--- src/pkg/cl_drive_pkg.sv ---
// Shared constants and types for the closed-loop drive configuration block.
// Assumes a single system clock domain and an 8-bit register port.
package cl_drive_pkg;

  // ********************************
  // Register map
  // ********************************
  localparam logic [7:0] ADDR_FULLSCALE = 8'h1F;
  localparam logic [7:0] ADDR_OD_LIMIT  = 8'h20;
  localparam logic [7:0] ADDR_COMP      = 8'h21;
  localparam logic [7:0] ADDR_FB_GAIN   = 8'h22;
  localparam logic [7:0] ADDR_FB_CTRL   = 8'h23;

  // ********************************
  // Reset values
  // ********************************
  localparam logic [7:0] RST_FULLSCALE = 8'h3F;
  localparam logic [7:0] RST_OD_LIMIT  = 8'hFF;
  localparam logic [7:0] RST_COMP      = 8'h0D;
  localparam logic [7:0] RST_FB_GAIN   = 8'h6D;
  localparam logic [7:0] RST_FB_CTRL   = 8'h36;

  // ********************************
  // Feedback control field layout
  // ********************************
  localparam int NG_BIT        = 7;
  localparam int BRAKE_MSB     = 6;
  localparam int BRAKE_LSB     = 4;
  localparam int LOOP_MSB      = 3;
  localparam int LOOP_LSB      = 2;
  localparam int AMP_MSB       = 1;
  localparam int AMP_LSB       = 0;
  localparam logic [2:0] BRAKE_OFF_CODE = 3'h7;

  // ********************************
  // Noise gate levels, percent of supply
  // ********************************
  localparam logic [15:0] NG_PCT_LOW  = 16'h0004;
  localparam logic [15:0] NG_PCT_HIGH = 16'h0008;
  localparam logic [15:0] PCT_SCALE   = 16'h0064;
  localparam logic [15:0] SUPPLY_FULL = 16'h00FF;

  // ********************************
  // Calibration arithmetic
  // ********************************
  localparam logic [7:0] COMP_BASE  = 8'h0D;
  localparam int         COMP_SHIFT = 3;
  localparam int         AMP_SHIFT  = 6;

  typedef enum logic [1:0] {
    PHASE_SUSTAIN,
    PHASE_OVERDRIVE,
    PHASE_BRAKE
  } drive_phase_e;

  typedef struct packed {
    logic         closed_loop;
    drive_phase_e phase;
    logic [7:0]   magnitude;
  } drive_req_s;

endpackage

--- src/design/cl_gate_limit.sv ---
// Output level shaping: full-scale scaling, overdrive limit and noise gate.
// Assumes register values stable from the parent; purely combinational.
`timescale 1ns/1ps
module cl_gate_limit (
  input  wire cl_drive_pkg::drive_req_s i_req,
  input  wire logic [7:0]               i_fullscale,
  input  wire logic [7:0]               i_od_limit,
  input  wire logic                     i_ng_high,
  output logic [7:0]                    o_level,
  output logic                          o_gated
);

  logic [15:0] scaled;
  logic [7:0]  shaped;
  logic [15:0] pct;

  always_comb begin
    scaled = (16'(i_req.magnitude) * 16'(i_fullscale)) / cl_drive_pkg::SUPPLY_FULL;
    shaped = i_req.magnitude;
    if (i_req.closed_loop) begin
      if (i_req.phase == cl_drive_pkg::PHASE_SUSTAIN) begin
        shaped = scaled[7:0];
      end else if (i_req.magnitude > i_od_limit) begin
        shaped = i_od_limit;
      end
    end
    pct = i_ng_high ? cl_drive_pkg::NG_PCT_HIGH : cl_drive_pkg::NG_PCT_LOW;
    o_gated = (16'(shaped) * cl_drive_pkg::PCT_SCALE) < (pct * cl_drive_pkg::SUPPLY_FULL);
    o_level = o_gated ? 8'h00 : shaped;
  end

endmodule

--- src/design/cl_brake_gain.sv ---
// Feedback gain selection for driving and braking.
// Assumes the calibrated gain and ratio code come from registers.
`timescale 1ns/1ps
module cl_brake_gain (
  input  wire logic [7:0]  i_gain_result,
  input  wire logic [2:0]  i_ratio_code,
  input  wire logic        i_braking,
  output logic [12:0]      o_gain
);

  logic [4:0] ratio;

  always_comb begin
    case (i_ratio_code)
      3'h0:    ratio = 5'h01;
      3'h1:    ratio = 5'h02;
      3'h2:    ratio = 5'h03;
      3'h3:    ratio = 5'h04;
      3'h4:    ratio = 5'h06;
      3'h5:    ratio = 5'h08;
      3'h6:    ratio = 5'h10;
      default: ratio = 5'h00;
    endcase
    if (i_braking) begin
      o_gain = 13'(i_gain_result) * 13'(ratio);
    end else begin
      o_gain = 13'(i_gain_result);
    end
  end

endmodule

--- src/design/closed_loop_drive_config_regs.sv ---
// Configuration and calibration-result registers of the closed-loop driver.
// Assumes a same-clock host port, playback request and impedance measurement.
//
// Contract
// - In closed loop, full-scale reference register (reset 63) scales sustain output.
// - Calibration reads the full-scale reference as an input.
// - In closed loop, overdrive and braking output is limited to the overdrive limit register.
// - Calibration stores its compensation result, reset 13, in the compensation register.
// - Compensation result is derived from the measured actuator impedance.
// - Feedback gain is derived from the calibrated gain register, reset 109.
// - Drive below noise gate level outputs zero; 4% clear, 8% set.
// - Bits 6 to 4, reset 3, pick braking to driving gain ratio.
// - Ratio codes 0..6 give 1,2,3,4,6,8,16; code 7 disables braking.
// - Loop gain bits 3 to 2 set settling speed, very slow to very fast.
//
// Added by the designer: the strobed register port.
`timescale 1ns/1ps
module closed_loop_drive_config_regs (
  input  wire logic                     i_sys_clk,
  input  wire logic                     i_reset,
  input  wire logic [7:0]               i_addr,
  input  wire logic [7:0]               i_wdata,
  input  wire logic                     i_wr,
  input  wire logic                     i_rd,
  output logic [7:0]                    o_rdata,
  input  wire cl_drive_pkg::drive_req_s i_req,
  input  wire logic                     i_cal_start,
  input  wire logic                     i_imp_valid,
  input  wire logic [7:0]               i_imp_code,
  output logic [7:0]                    o_drive,
  output logic                          o_drive_gated,
  output logic [12:0]                   o_feedback_gain,
  output logic [1:0]                    o_loop_gain,
  output logic [1:0]                    o_backemf_amp_gain,
  output logic                          o_cal_busy,
  output logic                          o_cal_done
);

  // ********************************
  // Registers
  // ********************************
  logic [7:0] fullscale_q;
  logic [7:0] overdrive_limit_q;
  logic [7:0] comp_q;
  logic [7:0] feedback_gain_result_q;
  logic [7:0] fb_ctrl_q;

  typedef enum logic [1:0] {
    CAL_IDLE,
    CAL_MEASURE,
    CAL_STORE
  } cal_state_e;

  cal_state_e cal_state_q;
  logic [7:0] cal_ref_q;
  logic [7:0] cal_imp_q;
  logic [7:0] cal_comp_d;
  logic [8:0] cal_gain_sum;
  logic [7:0] cal_gain_d;
  logic [1:0] cal_amp_d;
  logic       cal_store;
  logic       noise_gate_level;
  logic [2:0] brake_gain_ratio;
  logic [7:0] level;
  logic       gated;
  logic [12:0] gain;

  assign noise_gate_level = fb_ctrl_q[cl_drive_pkg::NG_BIT];
  assign brake_gain_ratio = fb_ctrl_q[cl_drive_pkg::BRAKE_MSB:cl_drive_pkg::BRAKE_LSB];
  assign cal_store        = (cal_state_q == CAL_STORE);

  // ********************************
  // Calibration results
  // ********************************
  always_comb begin
    cal_comp_d   = cl_drive_pkg::COMP_BASE + (cal_imp_q >> cl_drive_pkg::COMP_SHIFT);
    cal_gain_sum = 9'(cal_ref_q) + 9'(cal_ref_q >> 1);
    cal_gain_d   = cal_gain_sum[8] ? 8'hFF : cal_gain_sum[7:0];
    cal_amp_d    = 2'(cal_imp_q >> cl_drive_pkg::AMP_SHIFT);
  end

  // ********************************
  // Register writes
  // ********************************
  always_ff @(posedge i_sys_clk or posedge i_reset) begin
    if (i_reset) begin
      fullscale_q       <= cl_drive_pkg::RST_FULLSCALE;
      overdrive_limit_q <= cl_drive_pkg::RST_OD_LIMIT;
    end else if (i_wr) begin
      if (i_addr == cl_drive_pkg::ADDR_FULLSCALE) begin
        fullscale_q <= i_wdata;
      end
      if (i_addr == cl_drive_pkg::ADDR_OD_LIMIT) begin
        overdrive_limit_q <= i_wdata;
      end
    end
  end

  // Calibration store wins over a host write in the same cycle
  always_ff @(posedge i_sys_clk or posedge i_reset) begin
    if (i_reset) begin
      comp_q                 <= cl_drive_pkg::RST_COMP;
      feedback_gain_result_q <= cl_drive_pkg::RST_FB_GAIN;
      fb_ctrl_q              <= cl_drive_pkg::RST_FB_CTRL;
    end else if (cal_store) begin
      comp_q                 <= cal_comp_d;
      feedback_gain_result_q <= cal_gain_d;
      fb_ctrl_q[cl_drive_pkg::AMP_MSB:cl_drive_pkg::AMP_LSB] <= cal_amp_d;
    end else if (i_wr) begin
      if (i_addr == cl_drive_pkg::ADDR_COMP) begin
        comp_q <= i_wdata;
      end
      if (i_addr == cl_drive_pkg::ADDR_FB_GAIN) begin
        feedback_gain_result_q <= i_wdata;
      end
      if (i_addr == cl_drive_pkg::ADDR_FB_CTRL) begin
        fb_ctrl_q <= i_wdata;
      end
    end
  end

  // ********************************
  // Register reads
  // ********************************
  always_ff @(posedge i_sys_clk or posedge i_reset) begin
    if (i_reset) begin
      o_rdata <= 8'h00;
    end else if (i_rd) begin
      case (i_addr)
        cl_drive_pkg::ADDR_FULLSCALE: o_rdata <= fullscale_q;
        cl_drive_pkg::ADDR_OD_LIMIT:  o_rdata <= overdrive_limit_q;
        cl_drive_pkg::ADDR_COMP:      o_rdata <= comp_q;
        cl_drive_pkg::ADDR_FB_GAIN:   o_rdata <= feedback_gain_result_q;
        cl_drive_pkg::ADDR_FB_CTRL:   o_rdata <= fb_ctrl_q;
        default:                      o_rdata <= 8'h00;
      endcase
    end else begin
      o_rdata <= 8'h00;
    end
  end

  // ********************************
  // Calibration sequencer
  // ********************************
  always_ff @(posedge i_sys_clk or posedge i_reset) begin
    if (i_reset) begin
      cal_state_q <= CAL_IDLE;
      cal_ref_q   <= 8'h00;
      cal_imp_q   <= 8'h00;
    end else begin
      case (cal_state_q)
        CAL_IDLE: begin
          if (i_cal_start) begin
            cal_ref_q   <= fullscale_q;
            cal_state_q <= CAL_MEASURE;
          end
        end
        CAL_MEASURE: begin
          if (i_imp_valid) begin
            cal_imp_q   <= i_imp_code;
            cal_state_q <= CAL_STORE;
          end
        end
        CAL_STORE: begin
          cal_state_q <= CAL_IDLE;
        end
        default: begin
          cal_state_q <= CAL_IDLE;
        end
      endcase
    end
  end

  always_ff @(posedge i_sys_clk or posedge i_reset) begin
    if (i_reset) begin
      o_cal_busy <= 1'b0;
      o_cal_done <= 1'b0;
    end else begin
      o_cal_busy <= (cal_state_q != CAL_IDLE) || i_cal_start;
      o_cal_done <= cal_store;
    end
  end

  // ********************************
  // Drive path
  // ********************************
  cl_gate_limit u_gate_limit (
    .i_req       (i_req),
    .i_fullscale (fullscale_q),
    .i_od_limit  (overdrive_limit_q),
    .i_ng_high   (noise_gate_level),
    .o_level     (level),
    .o_gated     (gated)
  );

  cl_brake_gain u_brake_gain (
    .i_gain_result (feedback_gain_result_q),
    .i_ratio_code  (brake_gain_ratio),
    .i_braking     (i_req.closed_loop && i_req.phase == cl_drive_pkg::PHASE_BRAKE),
    .o_gain        (gain)
  );

  always_ff @(posedge i_sys_clk or posedge i_reset) begin
    if (i_reset) begin
      o_drive       <= 8'h00;
      o_drive_gated <= 1'b1;
    end else begin
      o_drive       <= level;
      o_drive_gated <= gated;
    end
  end

  always_ff @(posedge i_sys_clk or posedge i_reset) begin
    if (i_reset) begin
      o_feedback_gain    <= 13'h0000;
      o_loop_gain        <= 2'h0;
      o_backemf_amp_gain <= 2'h0;
    end else begin
      o_feedback_gain    <= gain;
      o_loop_gain        <= fb_ctrl_q[cl_drive_pkg::LOOP_MSB:cl_drive_pkg::LOOP_LSB];
      o_backemf_amp_gain <= fb_ctrl_q[cl_drive_pkg::AMP_MSB:cl_drive_pkg::AMP_LSB];
    end
  end

  // ********************************
  // Checks
  // ********************************
  logic first_q;

  always_ff @(posedge i_sys_clk or posedge i_reset) begin
    if (i_reset) begin
      first_q <= 1'b1;
    end else begin
      first_q <= 1'b0;
    end
  end
endmodule

--- config.mk ---
export PLATFORM = sky130hd
export DESIGN_NAME = closed_loop_drive_config_regs
export DESIGN_NICKNAME = d
export VERILOG_FILES = /design/src/pkg/cl_drive_pkg.sv /design/src/design/cl_gate_limit.sv /design/src/design/cl_brake_gain.sv /design/src/design/closed_loop_drive_config_regs.sv
export SDC_FILE = /design/constraint.sdc
export NUM_CORES = 1
export LEC_CHECK = 0
export BUFFER_PORTS_ARGS = -buffer_cell sky130_fd_sc_hd__buf_2
export CORE_ASPECT_RATIO = 1.75
export CORE_MARGIN = 4
export CORE_UTILIZATION = 60
export DETAILED_ROUTE_END_ITERATION = 10
export PLACE_DENSITY_LB_ADDON = 0.12
export SLEW_MARGIN = 10
export SYNTH_ARGS = -nofsm -noshare
export SYNTH_HDL_FRONTEND = slang
export SYNTH_SLANG_ARGS = --single-unit
export TNS_END_PERCENT = 100
--- constraint.sdc ---
create_clock -name i_sys_clk -period 19.5 [get_ports i_sys_clk]
set_clock_uncertainty 0.15 [all_clocks]
set_input_delay 3.9 -clock i_sys_clk [delete_from_list [all_inputs] [get_ports i_sys_clk]]
set_output_delay 3.9 -clock i_sys_clk [all_outputs]
set_load 0.1 [all_outputs]
==> run summary <==
total CTS buffers -> 9
Slew headroom -> 39.3%
Post-synth EDFFs -> 0
worst-margin pin slew -> 905 ps
Synthesized Nets -> 1427
Post-Synthesis Cells -> 1222
Root Buffer -> clkbuf_16
syn avg cell area -> 8.75 um^2
setup total negative slack -> 0 ps
Routability Congestion -> 0.918
Post-CTS Hold Buffers -> 0
Top delay family on crit path -> compound AO/OA/AOI/OAI gates
Clk pwr share -> 17.2%
CP max-delay cell -> fa_1
routed length per instance -> 18.7 um
Final Setup Violations -> 0
Routed WL -> 28300 um
Congestion Overflow GR -> 0
Yosys top cell area share -> 15.0%
Max rail drop VDD -> 83.0 uV
final net count -> 1484
clk_lat worst skew -> 340 ps
top_reg_cell synth -> dfrtp_1
status -> finished, final reports clean
top cells by area, synth -> dfrtp_1, ha_1, fa_1
Switching Share -> 48.9%
I/O Buffers -> 73
Pre-Repair DR Iteration Count -> 6
DRC -> 0
Gate power share -> 52.4%
WP data arrival -> 18350 ps
Crit path required time -> 19540 ps
ys async rst share -> 100%
Post-CTS Setup Bufs -> 0
initial antenna violation count -> 0
pwr/cell area -> 84.2 nW/um^2
final core utilization -> 66.1%
share of layout cells above drive strength 1 -> 16.4%
yosys warns -> 0
Die X -> 109 um
largest stage delay on the critical path -> 560 ps
CP Max Fanout -> 13
Detail Route Antenna Nets -> 0
vias in the first global route -> 9433
Worst Setup End Kind -> register
Max Slew Vio Count -> 0
synthesized flop and latch total -> 91
Via density -> 6.15
crit share post-route -> 93.9%
post-layout min period -> 18300 ps
Post-CTS Resized -> 0
synthesized area -> 10700 um^2
Hold Path Class -> register to register
starting DRC count in detailed routing -> 435
Fmax -> 54.6 MHz
commonest cells after routing, fill and taps aside -> inv_1, nand2_1, ha_1
HPWL after DPL -> 23200 um
Total GRT Usage -> 29.2%
Seq pwr share -> 30.4%
distinct cell type count after synthesis -> 97
Layout area overhead -> 8.36%
Max-cap violations -> 0
H-tree Lvls -> 3
Leakage -> 5.58 nW
first-pass GRT wire length -> 46400 um
final hold vios -> 0
via count -> 9322
antenna cells -> 0
# IOs -> 77
num rows -> 64
RSZ-0062 raised after global routing -> no
Initial Util -> 61.0%
die area -> 20100 um^2
core area -> 17500 um^2
Switch Pwr -> 0.000477 W
Critical Path Start Type -> input port
Worst-path clk slew -> 60 ps
Yosys top cell by area -> dfrtp_1
clock sink total -> 91
post-synthesis sequential area ratio -> 21.6%
largest net degree at the start of global routing -> 49
chip height -> 185 um
CTS tree -> built
Internal -> 0.000498 W
Crit path buffers/inverters -> 5
Clock Path Buffers -> 2
Crit Path Category -> input port to register
commonest non-fill, non-tap cell in the layout -> inv_1
## metal layers
metal / up-vias / global-route usage (%) / share of wire (%)
li1: 4458 / - / -
met1: 4546 / 29.4 / 35
met2: 238 / 58.0 / 57
met3: 80 / 2.14 / 3.1
met4: 0 / 14.6 / 4.8
met5: - / 0 / 0
## flip-flops by register name, indices dropped and copies added (netlist names), 2 cells and up
signal and cells:
cal_imp_q 5, cal_ref_q 8, cal_state_q 2, comp_q 8, fb_ctrl_q 8, feedback_gain_result_q 8, fullscale_q 8, o_backemf_amp_gain 2
o_drive 8, o_feedback_gain 13, o_loop_gain 2, o_rdata 8, overdrive_limit_q 8
## kinds of logic after synthesis
group | Yosys count | synth area share (%)
buffers and inverters | 161 | 5.78
xor gates and xnor gates | 41 | 3.43
DFF | 91 | 21.6
muxes | 59 | 6.00
and+or+nand+nor | 410 | 20.1
AOI/OAI and AO/OA | 295 | 19.7
adders and majority gates | 165 | 23.4
## path summary, 6_finish.rpt
| kind | start | end | slack (ps) | depth (start not counted) |
|---|---|---|---|---|
| setup reg to reg | fullscale_q[7] | o_drive[7] | 4360 | 53 |
| min in group asynchronous | i_reset | o_loop_gain[1] | 3530 | 2 |
| max in group asynchronous | i_reset | feedback_gain_result_q[2] | 14640 | 3 |
| hold / removal | fb_ctrl_q[2] | o_loop_gain[0] | 270 | 0 |
| hold reg to reg | fb_ctrl_q[2] | o_loop_gain[0] | 270 | 0 |
| setup / recovery | i_req[1] | o_drive[7] | 1200 | 53 |
## cell usage after synthesis, drive strengths merged, types with 4 or more instances
cell       n
a211oi    17
a21boi     4
a21o      23
a21oi     59
a222oi     8
a311oi     4
a31o       4
a31oi     16
and2      80
and3      12
and4       4
buf        9
clkbuf    27
dfrtp     64
dfstp     27
fa        58
ha       106
inv      125
mux2      38
mux2i     21
nand2    109
nand2b     4
nand3     29
nand4     11
nor2      76
nor2b      9
nor3      20
nor4      15
o2111ai    6
o211ai    11
o21a      11
o21ai     69
o21bai     7
o22ai      7
o31a       6
o31ai      8
or2       12
or3       10
xnor2     27
xor2      14
## metrics by stage
step           cells  hold slack [ps]  total power (W)  worst slack, ps  instance area (um^2)
3_3_place_gp    1499              248         0.000795             1110                 11300
5_1_grt         1515              268          0.00104              126                 11600
2_1_floorplan   1222              219         0.000681             3080                 10700
4_1_cts         1515              266         0.000976             1090                 11600
3_5_place_dp    1499              258         0.000806              810                 11300
6_report        1515              266         0.000975             1200                 11600
## power groups by stage
stage          Combinational [W]  Sequential [W]  Clock [W]
2_1_floorplan           0.000275        0.000406          0
5_1_grt                 0.000561        0.000302   0.000176
6_report                0.000511        0.000296   0.000168
4_1_cts                 0.000510        0.000296   0.000170
3_3_place_gp            0.000498        0.000297          0
3_5_place_dp            0.000507        0.000299          0
## layout make-up
type	count	area, um^2
multi-input cells	970	7790
fillers	1596	5950
flip-flops and latches	91	2310
inverters	125	470
repair buffers	82	433
well taps	231	289
clock buffers	11	253
clock inverters	5	37.5
Note: power is estimated with default switching activity, not from simulation.
